File: config.mk
export PLATFORM = sky130hd
export DESIGN_NAME = latch_skip_xor_exec
export DESIGN_NICKNAME = d
export VERILOG_FILES = /design/src/verilog/insn_exec_pkg.sv /design/src/verilog/op_decode_if.sv /design/src/verilog/latch_skip_xor_exec.sv /design/src/verilog/op_decoder.sv
export SDC_FILE = /design/constraint.sdc
export NUM_CORES = 1
export LEC_CHECK = 0
export BUFFER_PORTS_ARGS = -buffer_cell sky130_fd_sc_hd__buf_4
export CAP_MARGIN = 40
export CORE_MARGIN = 8
export CORE_UTILIZATION = 54
export DETAILED_ROUTE_END_ITERATION = 8
export GPL_TIMING_DRIVEN = 0
export PLACE_DENSITY = 0.9
export SYNTH_ARGS = -nofsm -noshare
export SYNTH_HDL_FRONTEND = slang
export SYNTH_SLANG_ARGS = --single-unit
File: constraint.sdc
create_clock -name clock_i -period 2.3 [get_ports clock_i]
set_input_delay 0.46 -clock clock_i [delete_from_list [all_inputs] [get_ports clock_i]]
set_output_delay 0.46 -clock clock_i [all_outputs]
set_load 0.05 [all_outputs]
File: src/verilog/insn_exec_pkg.sv
package insn_exec_pkg;
    localparam int          WORD_W          = 16;
    localparam int          DATA_W          = 8;
    localparam logic [5:0]  LATCH_WRITE_OPC = 6'h29;
    localparam logic [7:0]  TEST_SKIP_OPC   = 8'h33;
    localparam logic [7:0]  XOR_LIT_OPC     = 8'hB4;
    localparam logic [6:0]  XOR_REG_OPC     = 7'h06;
    localparam int          SEL_BIT         = 9;
    localparam int          DEST_BIT        = 8;
    localparam logic [15:0] LATCH_RESET     = 16'h0000;
    localparam logic [7:0]  WORK_RESET      = 8'h00;
    localparam logic [7:0]  FILE_ADDR_RESET = 8'h00;
    typedef enum logic [2:0]
    {
        OP_NONE,
        OP_LATCH_WRITE,
        OP_TEST_SKIP,
        OP_XOR_LIT,
        OP_XOR_REG
    } op_kind_t;
endpackage

File: src/verilog/op_decode_if.sv
interface op_decode_if;
    import insn_exec_pkg::*;
    logic [15:0] word;
    op_kind_t    kind;
    modport dec (input word, output kind);
    modport use_side (output word, input kind);
endinterface

File: src/verilog/latch_skip_xor_exec.sv
module latch_skip_xor_exec
    import insn_exec_pkg::*;
(
    input  wire logic        clock_i,
    input  wire logic        nrst_i,
    input  wire logic        ce_i,
    input  wire logic        insn_valid_i,
    input  wire logic [15:0] insn_i,
    input  wire logic [7:0]  file_rdata_i,
    input  wire logic        zero_flag_i,
    output logic [7:0]       file_addr_o,
    output logic [7:0]       file_wdata_o,
    output logic             file_we_o,
    output logic [15:0]      table_latch_o,
    output logic [7:0]       working_register_o,
    output logic             zero_flag_o,
    output logic             zero_we_o,
    output logic             idle_cycle_o,
    output logic             done_o
);
    // The file register value arrives on file_rdata_i with the word; file_addr_o registers the address field a cycle later;
    // one execute cycle stands for the four internal phases.
    op_decode_if dif ();
    assign dif.word = insn_i;
    op_decoder u_dec (.bus(dif));

    logic [15:0] latch_reg, latch_next;
    logic [7:0]  work_reg, work_next;
    logic [7:0]  addr_reg, addr_next;
    logic [7:0]  wdata_reg, wdata_next;
    logic        we_reg, we_next;
    logic        zf_reg, zf_next;
    logic        zwe_reg, zwe_next;
    logic        skip_reg, skip_next;
    logic        done_reg, done_next;
    logic        idle_reg, idle_next;
    logic [7:0]  xor_res;
    logic        active;

    assign active = ce_i && insn_valid_i;
    assign file_addr_o = addr_reg;

    always_comb
    begin
        latch_next = latch_reg;
        work_next  = work_reg;
        addr_next  = addr_reg;
        wdata_next = wdata_reg;
        we_next    = 1'b0;
        zf_next    = zf_reg;
        zwe_next   = 1'b0;
        skip_next  = skip_reg;
        idle_next  = 1'b0;
        done_next  = 1'b0;
        xor_res    = 8'h00;
        if (active && skip_reg)
        begin
            // Prefetched word is dropped and an idle cycle runs instead.
            done_next = 1'b1;
            idle_next = 1'b1;
            skip_next = 1'b0;
        end
        else if (active)
        begin
            done_next = 1'b1;
            addr_next = insn_i[7:0];
            skip_next = 1'b0;
            case (dif.kind)
                OP_LATCH_WRITE:
                begin
                    if (insn_i[SEL_BIT])
                        latch_next[15:8] = file_rdata_i;
                    else
                        latch_next[7:0] = file_rdata_i;
                end
                OP_TEST_SKIP:
                begin
                    skip_next = (file_rdata_i == 8'h00);
                end
                OP_XOR_LIT:
                begin
                    xor_res   = work_reg ^ insn_i[7:0];
                    work_next = xor_res;
                    zf_next   = (xor_res == 8'h00);
                    zwe_next  = 1'b1;
                end
                OP_XOR_REG:
                begin
                    xor_res  = work_reg ^ file_rdata_i;
                    zf_next  = (xor_res == 8'h00);
                    zwe_next = 1'b1;
                    if (insn_i[DEST_BIT])
                    begin
                        wdata_next = xor_res;
                        we_next    = 1'b1;
                    end
                    else
                        work_next = xor_res;
                end
                default:
                begin
                    done_next = 1'b0;
                end
            endcase
        end
        if (!zwe_next && !ce_i)
            zf_next = zf_reg;
        else if (!zwe_next)
            zf_next = zero_flag_i;
    end

    always_ff @(posedge clock_i or negedge nrst_i)
    begin
        if (!nrst_i)
        begin
            latch_reg <= LATCH_RESET;
            work_reg  <= WORK_RESET;
            addr_reg  <= FILE_ADDR_RESET;
            wdata_reg <= WORK_RESET;
            we_reg    <= 1'b0;
            zf_reg    <= 1'b0;
            zwe_reg   <= 1'b0;
            skip_reg  <= 1'b0;
            done_reg  <= 1'b0;
            idle_reg  <= 1'b0;
        end
        else if (ce_i)
        begin
            latch_reg <= latch_next;
            work_reg  <= work_next;
            addr_reg  <= addr_next;
            wdata_reg <= wdata_next;
            we_reg    <= we_next;
            zf_reg    <= zf_next;
            zwe_reg   <= zwe_next;
            skip_reg  <= skip_next;
            done_reg  <= done_next;
            idle_reg  <= idle_next;
        end
    end

    assign table_latch_o      = latch_reg;
    assign working_register_o = work_reg;
    assign file_wdata_o       = wdata_reg;
    assign file_we_o          = we_reg;
    assign zero_flag_o        = zf_reg;
    assign zero_we_o          = zwe_reg;
    assign idle_cycle_o       = idle_reg;
    assign done_o             = done_reg;

    property p_latch_high;
        @(posedge clock_i) disable iff (!nrst_i)
        (ce_i && active && !skip_reg && dif.kind == OP_LATCH_WRITE && insn_i[SEL_BIT])
        |=> (table_latch_o[15:8] == $past(file_rdata_i) &&
             table_latch_o[7:0] == $past(table_latch_o[7:0]));
    endproperty
    a_latch_high: assert property (p_latch_high) else $error("latch high wrong");

    property p_latch_low;
        @(posedge clock_i) disable iff (!nrst_i)
        (ce_i && active && !skip_reg && dif.kind == OP_LATCH_WRITE && !insn_i[SEL_BIT])
        |=> (table_latch_o[7:0] == $past(file_rdata_i) &&
             table_latch_o[15:8] == $past(table_latch_o[15:8]) && !zero_we_o);
    endproperty
    a_latch_low: assert property (p_latch_low) else $error("latch low wrong");

    property p_one_cycle;
        @(posedge clock_i) disable iff (!nrst_i)
        (ce_i && active && !skip_reg &&
         (dif.kind == OP_LATCH_WRITE || dif.kind == OP_XOR_LIT)) |=> done_o;
    endproperty
    a_one_cycle: assert property (p_one_cycle) else $error("not single cycle");

    property p_skip;
        @(posedge clock_i) disable iff (!nrst_i)
        (ce_i && active && !skip_reg && dif.kind == OP_TEST_SKIP && file_rdata_i == 8'h00)
        ##1 (ce_i && active) |=> (idle_cycle_o && !file_we_o && !zero_we_o);
    endproperty
    a_skip: assert property (p_skip) else $error("skip missing");

    property p_no_skip;
        @(posedge clock_i) disable iff (!nrst_i)
        (ce_i && active && !skip_reg && dif.kind == OP_TEST_SKIP && file_rdata_i != 8'h00)
        ##1 (ce_i && active) |=> !idle_cycle_o;
    endproperty
    a_no_skip: assert property (p_no_skip) else $error("spurious skip");

    property p_xor_lit;
        @(posedge clock_i) disable iff (!nrst_i)
        (ce_i && active && !skip_reg && insn_i[15:8] == XOR_LIT_OPC)
        |=> (working_register_o == ($past(working_register_o) ^ $past(insn_i[7:0])));
    endproperty
    a_xor_lit: assert property (p_xor_lit) else $error("xor literal wrong");

    property p_xor_w;
        @(posedge clock_i) disable iff (!nrst_i)
        (ce_i && active && !skip_reg && dif.kind == OP_XOR_REG && !insn_i[DEST_BIT])
        |=> (working_register_o == ($past(working_register_o) ^ $past(file_rdata_i))
             && !file_we_o);
    endproperty
    a_xor_w: assert property (p_xor_w) else $error("xor to work wrong");

    property p_xor_f;
        @(posedge clock_i) disable iff (!nrst_i)
        (ce_i && active && !skip_reg && dif.kind == OP_XOR_REG && insn_i[DEST_BIT])
        |=> (file_we_o && file_wdata_o == ($past(working_register_o) ^ $past(file_rdata_i))
             && working_register_o == $past(working_register_o));
    endproperty
    a_xor_f: assert property (p_xor_f) else $error("xor to file wrong");

    property p_zero;
        @(posedge clock_i) disable iff (!nrst_i)
        zero_we_o |-> (zero_flag_o == (file_we_o ? (file_wdata_o == 8'h00)
                                                  : (working_register_o == 8'h00)));
    endproperty
    a_zero: assert property (p_zero) else $error("zero flag wrong");

    c_skip: cover property (@(posedge clock_i) disable iff (!nrst_i) idle_cycle_o);
    c_xor_f: cover property (@(posedge clock_i) disable iff (!nrst_i) file_we_o);
    c_zero: cover property (@(posedge clock_i) disable iff (!nrst_i) zero_we_o && zero_flag_o);
endmodule

File: src/verilog/op_decoder.sv
module op_decoder
    import insn_exec_pkg::*;
(
    op_decode_if.dec bus
);
    function automatic op_kind_t decode(input logic [15:0] w);
        op_kind_t k;
        k = OP_NONE;
        if (w[15:10] == LATCH_WRITE_OPC)
            k = OP_LATCH_WRITE;
        else if (w[15:8] == TEST_SKIP_OPC)
            k = OP_TEST_SKIP;
        else if (w[15:8] == XOR_LIT_OPC)
            k = OP_XOR_LIT;
        else if (w[15:9] == XOR_REG_OPC)
            k = OP_XOR_REG;
        return k;
    endfunction

    always_comb
    begin
        bus.kind = decode(bus.word);
    end
endmodule
After elaboration in Yosys (flattened, before gate mapping)
Cells that the tools add are included.

Register bits after elaboration: 46. Input bits: 29. Output and inout port bits: 45.

Equality and inequality tests: 12. Muxes and demuxes: 24. Bitwise logic cells: 5. Reduce and logical (&&, ||, !) cells: 19.

Operators with widths (number): 5-bit AND reduction (5); 8-bit zero test (3); 1-bit 2-to-1 mux (17); 8-bit one-hot mux with 2 select lines (1); 8-bit bitwise XOR (2); 3-bit 2-to-1 mux (4); 8-bit by 6-bit equality test with 1-bit output, second input constant (1); 8-bit equality test, second input constant (1); 8-bit 2-to-1 mux (1); 7-bit by 3-bit equality test with 1-bit output, second input constant (1); 3-bit by 2-bit equality test with 1-bit output, second input constant (2); 6-bit equality test, second input constant (1); 2-bit inequality test, second input constant (2); 2-bit nonzero test (2); 4-bit OR reduction (1); 3-bit by 1-bit equality test with 1-bit output, second input constant (1); 3-bit equality test, second input constant (1); 1-bit logical AND (3); 3-bit by 1-bit inequality test with 1-bit output, second input constant (1); 1-bit NOT (3); 3-bit AND reduction (1); 1-bit zero test (2); 2-bit by 1-bit inequality test with 1-bit output, second input constant (1); 1-bit one-hot mux with 2 select lines (1); other kinds (2) (2).

Logic depth before layout (Yosys ltp)
Gate-level depths: netlist of the first run.

Depth after elaboration: 14. Mapped depth: 7.

Hierarchy
A second synthesis of the first run with hierarchy kept.

Cells, all modules: 190. Area, all modules: 2159.6 um^2.

Modules (own cells, without submodules): latch_skip_xor_exec (times used 1, cells an instance 182, area each 2085.8 um^2, sequential area each 1151.1 um^2); op_decoder (times used 1, cells an instance 8, area each 73.8 um^2, sequential area each 0.0 um^2).

Worst setup path before layout of the first run
No wires, ideal clock.

Kind: input -> register. Start point: in insn_i[11]. End point: reg latch_reg[10] (netlist: table_latch_o[10]). Setup time: 0.125 ns. Data arrival time: 1.570 ns. Path slack: 0.605 ns. Stages: 4. Cell sequence: nor2_1 > nand4_2 > nor4_4 > mux2_2.

Longest elaborated chain between the ends: 7.

Ends and longest elaborated chain: start: declaration (RTL line latch_skip_xor_exec.sv:8) `input wire logic [15:0] insn_i,`; 7-bit by 3-bit equality test with 1-bit output (RTL line op_decoder.sv:15) `else if (w[15:9] == XOR_REG_OPC)`; 3-bit 2-to-1 mux (RTL line op_decoder.sv:15); 3-bit 2-to-1 mux (RTL line op_decoder.sv:13) `else if (w[15:8] == XOR_LIT_OPC)`; 3-bit 2-to-1 mux (RTL line op_decoder.sv:11) `else if (w[15:8] == TEST_SKIP_OPC)`; 3-bit 2-to-1 mux * (RTL line op_decoder.sv:9) `if (w[15:10] == LATCH_WRITE_OPC)`; 3-bit by 1-bit equality test with 1-bit output * (RTL line latch_skip_xor_exec.sv:68) `case (dif.kind)`; 5-bit AND reduction (no source line) *; end signal: assignment (RTL line latch_skip_xor_exec.sv:129) `latch_reg <= latch_next;`; end: declaration (RTL line latch_skip_xor_exec.sv:27) `logic [15:0] latch_reg, latch_next;`.

Mark *: on every way between the ends. The rest lies on a longest branch, timed or not. A chain may end at the register's enable or synchronous reset.

Worst setup path after layout of the first run
Start point: reg skip_reg. End point: reg wdata_reg[0] (netlist: file_wdata_o[0]).

Longest elaborated chain between the ends: 3.

Ends and longest elaborated chain: start: declaration (RTL line latch_skip_xor_exec.sv:34) `logic skip_reg, skip_next;`; start signal: assignment (RTL line latch_skip_xor_exec.sv:136) `skip_reg <= skip_next;`; 1-bit logical AND (RTL line latch_skip_xor_exec.sv:56) `if (active && skip_reg)`; 1-bit NOT (no source line); 5-bit AND reduction (no source line); end signal: assignment (RTL line latch_skip_xor_exec.sv:132) `wdata_reg <= wdata_next;`; end: declaration (RTL line latch_skip_xor_exec.sv:30) `logic [7:0] wdata_reg, wdata_next;`.

Every way passes these cells.

==> results of run 1 <==
[worst paths after layout]
kind / endpoint / startpoint / slack (ps) / cells after the start
min in group clock_i: file_we_o / ce_i / 420 / 2
hold reg to reg: idle_cycle_o / idle_cycle_o / 490 / 1
hold / removal: file_addr_o[6] / nrst_i / 150 / 1
setup reg to reg: file_wdata_o[0] / skip_reg / 540 / 7
setup / recovery: file_wdata_o[0] / skip_reg / 540 / 7
max in group asynchronous: working_register_o[1] / nrst_i / 1760 / 1
[power by group]
group / switching (mW) / total, mW / internal, mW
logic: 0.292 / 0.450 / 0.158
clock network: 0.276 / 0.489 / 0.214
registers: 0.0337 / 0.889 / 0.856
total: 0.601 / 1.83 / 1.23
[per-stage QoR]
stage               util (%)  power, mW
floorplan                  -      1.169
global placement       70.73      1.347
detailed placement     70.73      1.358
CTS                    73.00      1.848
global route           73.00      1.904
finish                 73.00      1.828
[cells in the mapped netlist, types with 2 or more instances]
| master | instances |
|---|---|
| o2bb2ai_1 | 2 |
| xor2_1 | 8 |
| nor2_1 | 15 |
| nor4_4 | 2 |
| mux2i_1 | 8 |
| xnor2_1 | 16 |
| nand4_1 | 6 |
| a21oi_1 | 2 |
| and4bb_2 | 2 |
| nor3_1 | 2 |
| inv_1 | 4 |
| nand2_1 | 11 |
| dfrtp_1 | 46 |
| o21ai_0 | 11 |
| mux2_2 | 23 |
| nand3_1 | 3 |
[final cells by class]
| type | count | area [um^2] |
|---|---|---|
| Fill cell | 274 | 1072 |
| Inverter | 5 | 18.77 |
| Buffer | 3 | 23.77 |
| Multi-Input combinational cell | 125 | 1005 |
| Clock buffer | 5 | 68.82 |
| Sequential cell | 46 | 1151 |
| Timing Repair Buffer | 73 | 548.0 |
| Clock inverter | 3 | 21.27 |
| Tap cell | 50 | 62.56 |
[kinds of logic after synthesis]
family	share of synthesized area (%)
flops	52.36
mux	15.94
compound gates	6.717
buf+inv	1.935
simple gates	13.49
xor+xnor	9.562
[worst max-delay path, stage by stage (launching register included)]
cell and delay, ps:
dfrtp_1 430, nand3b_4 210, buf_4 220, nor2_1 100
nand3_1 220, buf_2 260, nand2_1 80, o21ai_0 90
[routing by layer]
metal  routed length [um]  up-vias  track usage [%]
met2                 2796       53            29.34
met3                  428        8            7.545
li1                     -      794                -
met4                  102        0            6.545
met5                    0        -                0
met1                 2194      816            19.97
==> implementation parameters, run 1 <==
Parameter                              Value

Outcome
  Result of the run ... finished clean

Power and ir drop
  Peak supply drop ... 0.5786 mV
  Power per cell area ... 630.7 mW/mm^2
  Leakage dissipation ... 1.495 nW

STA
  Minimum clock period after layout ... 1759 ps
  Min Hold Slack ... 152.7 ps
  Final worst-path cycle share ... 76.48%
  Worst slew pin tran ... approximately 640 ps
  Fin. max-slew vios ... 0
  Setup-failing EPs final ... 0
  Highest achievable clock rate ... 0.5685 GHz
  Final Hold Fails ... 0
  Fin Clk Skew ... 5.416 ps
  Fin Setup TNS ... 0 ps
  Setup repair after global routing missed its margin ... false
  Worst relative slew slack ... 57.14%
  Final WS setup ... 541.1 ps

Floorplan
  Starting density of the core ... 55.36%
  DIE HEIGHT ... between 70 and 80 um
  Floorplan core area ... between 0.003 and 0.004 mm^2
  Number of primary I/O pins ... 74
  DIE AREA ... 0.006369 mm^2
  Die width ... 79.81 um
  Floorplan row count ... 23

Finish
  Area Growth Syn to Fin ... 31.87%
  Commonest cells after routing, fill and taps aside ... buf_4, dfrtp_1, mux2_2
  Antenna diode count ... 0
  Final nets ... between 200 and 300
  Post-Layout Inst Area ... 0.002899 mm^2
  Most common cell after layout, fill and taps aside ... buf_4
  Count of non-filler cells in the finished layout ... 310
  Max reg flops ... 16
  Fraction of final layout cells with drive strength greater than 1 ... between 40 and 50%

Clocking
  H-tree depth ... 2
  Post-CTS repair timing setup buffer count ... 0
  Clock edge transition at the registers on the reported setup and hold paths ... 90 ps
  Latest clock arrival within the worst-skew pair ... just under 300 ps
  Number of buffers on the longest clock path ... 2
  Root cell of the clock tree ... clkbuf_8
  Clock tree from TritonCTS ... done
  Hold buffer count at cts ... 0
  Count of instances resized after the clock tree is built ... 0
  Number of sinks driven by the clock tree ... 46
  Num CTS Buffers ... 5

Routing
  Detailed-route vias per instance ... 5.390
  Number of antenna-violating nets in the routed design ... 0
  Number of vias after detailed routing ... 1671
  Iteration-0 DRC count of the detailed router ... 68
  Number of remaining DRC errors ... 0
  Wire length per cell ... between 15 and 20 um
  Total wirelength of the detailed-routed design ... approximately 5500 um
  Initial DRT Pass Iterations ... 4

Placed design
  Placed cell count ... 302
  HPWL after detailed placement ... between 4000 and 5000 um
  Port buffer count ... 73
  Worst slack at placement ... 242.4 ps
  Post-Place Cell Area ... 0.002809 mm^2
  Final GP Congestion ... 0.8065

Global route
  GR Util All Layers ... 17.77%
  Number of antenna violations at the first check in global routing ... 0
  Pin count of the biggest net entering global routing ... 47
  Overflow left after global routing ... 0
  Via count of the first global-routing pass ... 1861
  Global-route wire length before repair ... approximately 9000 um

Logic synthesis
  Mapped Area ... 0.002198 mm^2
  Top cells by area, synth ... dfrtp_1, mux2_2, xnor2_1
  Fraction of the yosys area taken by sequential cells ... 52.36%
  Library cell occupying the most area in the post-synthesis netlist ... dfrtp_1
  Flip-flop and latch count after synthesis ... 46
  Cell count after synthesis ... 179
  Syn nets ... around 210
  EDFF count, synth ... 0
  Unique masters post-synth ... 34
  Synthesized area divided by synthesized cell count ... 12.28 um^2
  Yosys Warn Count ... 0
  Leading register cell type out of synthesis ... dfrtp_1
  Share of the synthesized area in the top cell type ... between 50% and 60%
  Post-synthesis async set-or-reset flop share ... 100.0%

Worst setup path
  Critical path start-end classification ... flip-flop to flip-flop
  Data required time at the worst endpoint ... 2460 ps
  Critical path capture point type ... flip-flop
  Startpoint type of the worst setup path ... flip-flop
  Largest driver fanout on the critical path ... 10
  WP data arrival ... around 1900 ps

Hold path
  Classification of the worst-slack hold path ... input pin to asynchronous set/reset pin

Flow run
  Maximum capacitance violations ... 0
Power figures use the tool's default switching activity.
==> run 2: changes to the inputs <==
--- a/config.mk
+++ b/config.mk
@@ -8,10 +8,10 @@
 export BUFFER_PORTS_ARGS = -buffer_cell sky130_fd_sc_hd__buf_4
 export CAP_MARGIN = 40
 export CORE_MARGIN = 8
-export CORE_UTILIZATION = 54
+export CORE_UTILIZATION = 50
 export DETAILED_ROUTE_END_ITERATION = 8
 export GPL_TIMING_DRIVEN = 0
-export PLACE_DENSITY = 0.9
+export PLACE_DENSITY = 0.84
 export SYNTH_ARGS = -nofsm -noshare
 export SYNTH_HDL_FRONTEND = slang
 export SYNTH_SLANG_ARGS = --single-unit
==> constraint.sdc (replaced) <==
create_clock -name clock_i -period 1.8 [get_ports clock_i]
set_input_delay 0.36 -clock clock_i [delete_from_list [all_inputs] [get_ports clock_i]]
set_output_delay 0.36 -clock clock_i [all_outputs]
set_load 0.05 [all_outputs]
==> implementation parameters, run 2 (synthesized netlist as in run 1, its figures left out) <==
Parameter                              Value

Clocking
  Num CTS Buffers ... 5 (unchanged)
  Clock tree from TritonCTS ... done (unchanged)
  Latest clock arrival within the worst-skew pair ... 300 ps (was 290 ps)
  Hold buffer count at cts ... 0 (unchanged)
  Count of instances resized after the clock tree is built ... 0 (unchanged)
  Post-CTS repair timing setup buffer count ... 0 (unchanged)
  H-tree depth ... 2 (unchanged)
  Clock edge transition at the registers on the reported setup and hold paths ... 80 ps (was 90 ps)
  Number of buffers on the longest clock path ... 2 (unchanged)
  Root cell of the clock tree ... clkbuf_8 (unchanged)
  Number of sinks driven by the clock tree ... 46 (unchanged)

STA
  Highest achievable clock rate ... 0.5948 GHz (was 0.5685 GHz)
  Setup-failing EPs final ... 0 (unchanged)
  Min Hold Slack ... 54.22 ps (was 152.7 ps)
  Final worst-path cycle share ... 93.40% (was 76.48%)
  Final Hold Fails ... 0 (unchanged)
  Worst slew pin tran ... 637.4 ps (was 638.1 ps)
  Minimum clock period after layout ... 1681 ps (was 1759 ps)
  Fin. max-slew vios ... 0 (unchanged)
  Fin Setup TNS ... 0 ps (unchanged)
  Setup repair after global routing missed its margin ... false (unchanged)
  Worst relative slew slack ... 57.19% (was 57.14%)
  Fin Clk Skew ... 8.137 ps (was 5.416 ps)

Floorplan
  Starting density of the core ... 51.19% (was 55.36%)
  DIE AREA ... 0.006774 mm^2 (was 0.006369 mm^2)
  Number of primary I/O pins ... 74 (unchanged)
  Floorplan row count ... 24 (was 23)
  DIE HEIGHT ... 82.31 um (was 79.81 um)
  Floorplan core area ... 0.004294 mm^2 (was 0.003971 mm^2)
  Die width ... 82.31 um (was 79.81 um)

Worst setup path
  Reg-to-reg slack, setup ... 120 ps (was 540 ps)
  Critical path capture point type ... flip-flop (unchanged)
  WP data arrival ... 1900 ps (was 1920 ps)
  CP top delay family ... compound AO/OA/AOI/OAI gates (was simple AND/OR/NAND/NOR gates)
  Critical path origin ... skip_reg (unchanged)
  Largest driver fanout on the critical path ... 10 (unchanged)
  Startpoint type of the worst setup path ... flip-flop (unchanged)
  Data required time at the worst endpoint ... 2020 ps (was 2460 ps)
  Critical path start-end classification ... flip-flop to flip-flop (unchanged)
  Worst path slowest cell ... dfrtp_1 (unchanged)
  Ordered cell list for the critical path ... nand3b_4 -> buf_4 -> a41oi_4 -> a21boi_1 -> o22ai_1 -> a21oi_1 (was nand3b_4 -> buf_4 -> nor2_1 -> nand3_1 -> buf_2 -> nand2_1 -> o21ai_0)
  FF-to-FF Start ... skip_reg (unchanged)
  Delay of the slowest cell on the worst path ... 440 ps (was 430 ps)
  Buffer and inverter count on the worst path ... 1 (was 2)

Hold path
  Classification of the worst-slack hold path ... input pin to asynchronous set/reset pin (unchanged)

Global route
  GR Util All Layers ... 16.44% (was 17.77%)
  Overflow left after global routing ... 0 (unchanged)
  Global-route wire length before repair ... 8590 um (was 8942 um)
  Via count of the first global-routing pass ... 1756 (was 1861)
  Pin count of the biggest net entering global routing ... 47 (unchanged)
  Number of antenna violations at the first check in global routing ... 0 (unchanged)

Finish
  Commonest cells after routing, fill and taps aside ... buf_4, dfrtp_1, mux2_2 (unchanged)
  Fraction of final layout cells with drive strength greater than 1 ... 45.00% (unchanged)
  Final nets ... 288 (unchanged)
  Max reg flops ... 16 (unchanged)
  Most common cell after layout, fill and taps aside ... buf_4 (unchanged)
  Area Growth Syn to Fin ... 33.12% (was 31.87%)
  End-of-flow core utilization ... 68.15% (was 73.00%)
  Number of fill cells in the layout ... 329 (was 274)
  Antenna diode count ... 0 (unchanged)

Power and ir drop
  Power per cell area ... 842.8 mW/mm^2 (was 630.7 mW/mm^2)
  Leakage dissipation ... 1.503 nW (was 1.495 nW)
  Peak supply drop ... 0.7103 mV (was 0.5786 mV)

Routing
  Total wirelength of the detailed-routed design ... 5440 um (was 5521 um)
  Number of antenna-violating nets in the routed design ... 0 (unchanged)
  Initial DRT Pass Iterations ... 4 (unchanged)
  Iteration-0 DRC count of the detailed router ... 114 (was 68)
  Number of vias after detailed routing ... 1677 (was 1671)
  Number of remaining DRC errors ... 0 (unchanged)
  Wire length per cell ... 17.44 um (was 17.81 um)
  Detailed-route vias per instance ... 5.375 (was 5.390)

Placed design
  HPWL after detailed placement ... 4232 um (was 4365 um)
  Port buffer count ... 73 (unchanged)
  Final GP Congestion ... 0.7931 (was 0.8065)

Flow run
  Maximum capacitance violations ... 0 (unchanged)

Outcome
  Result of the run ... finished clean (unchanged)
## run 2: layout make-up
| cell class | instances | area (um^2) | share of cell area, % |
|---|---|---|---|
| buffer | 3 | 23.77 | 0.8123 |
| timing repair buffer | 73 | 548.0 | 18.73 |
| sequential | 46 | 1151 | 39.33 |
| inverter | 5 | 18.77 | 0.6413 |
| multi-input combinational | 125 | 1010 | 34.50 |
| clock buffer | 6 | 72.57 | 2.480 |
| tap | 52 | 65.06 | 2.223 |
| clock inverter | 2 | 37.54 | 1.283 |
## run 2: layer usage
layer	routed length, um	GRT usage, %	up-vias
met2	2730	27.56	60
met3	493	4.870	7
li1	-	-	794
met4	68	5.789	0
met5	0	0	-
met1	2147	19.58	816
## run 2: through the flow
stage / total power, mW / std cells / setup slack (ps) / area (um^2)
CTS: 2.486 / 312 / 72.06 / 2922
global route: 2.560 / 312 / 4.110 / 2927
global placement: 1.724 / 304 / -112.1 / 2811
floorplan: 1.494 / 179 / 205.1 / 2198
detailed placement: 1.734 / 304 / -189.6 / 2811
finish: 2.467 / 312 / 118.8 / 2927
## run 2: worst paths after layout
path | depth (start not counted) | endpoint
hold / removal | 1 | done_o
setup / recovery | 6 | zero_flag_o
max in group asynchronous | 1 | file_addr_o[7]
min in group clock_i | 2 | file_we_o
hold reg to reg | 2 | file_wdata_o[0]
setup reg to reg | 6 | zero_flag_o
## run 2: where the power goes
part	leakage, nW	internal [mW]	total [mW]	switching [mW]
registers	0.617	1.09	1.13	0.0410
clock network	0.0514	0.414	0.758	0.343
logic	0.835	0.202	0.574	0.373
total	1.50	1.71	2.47	0.757
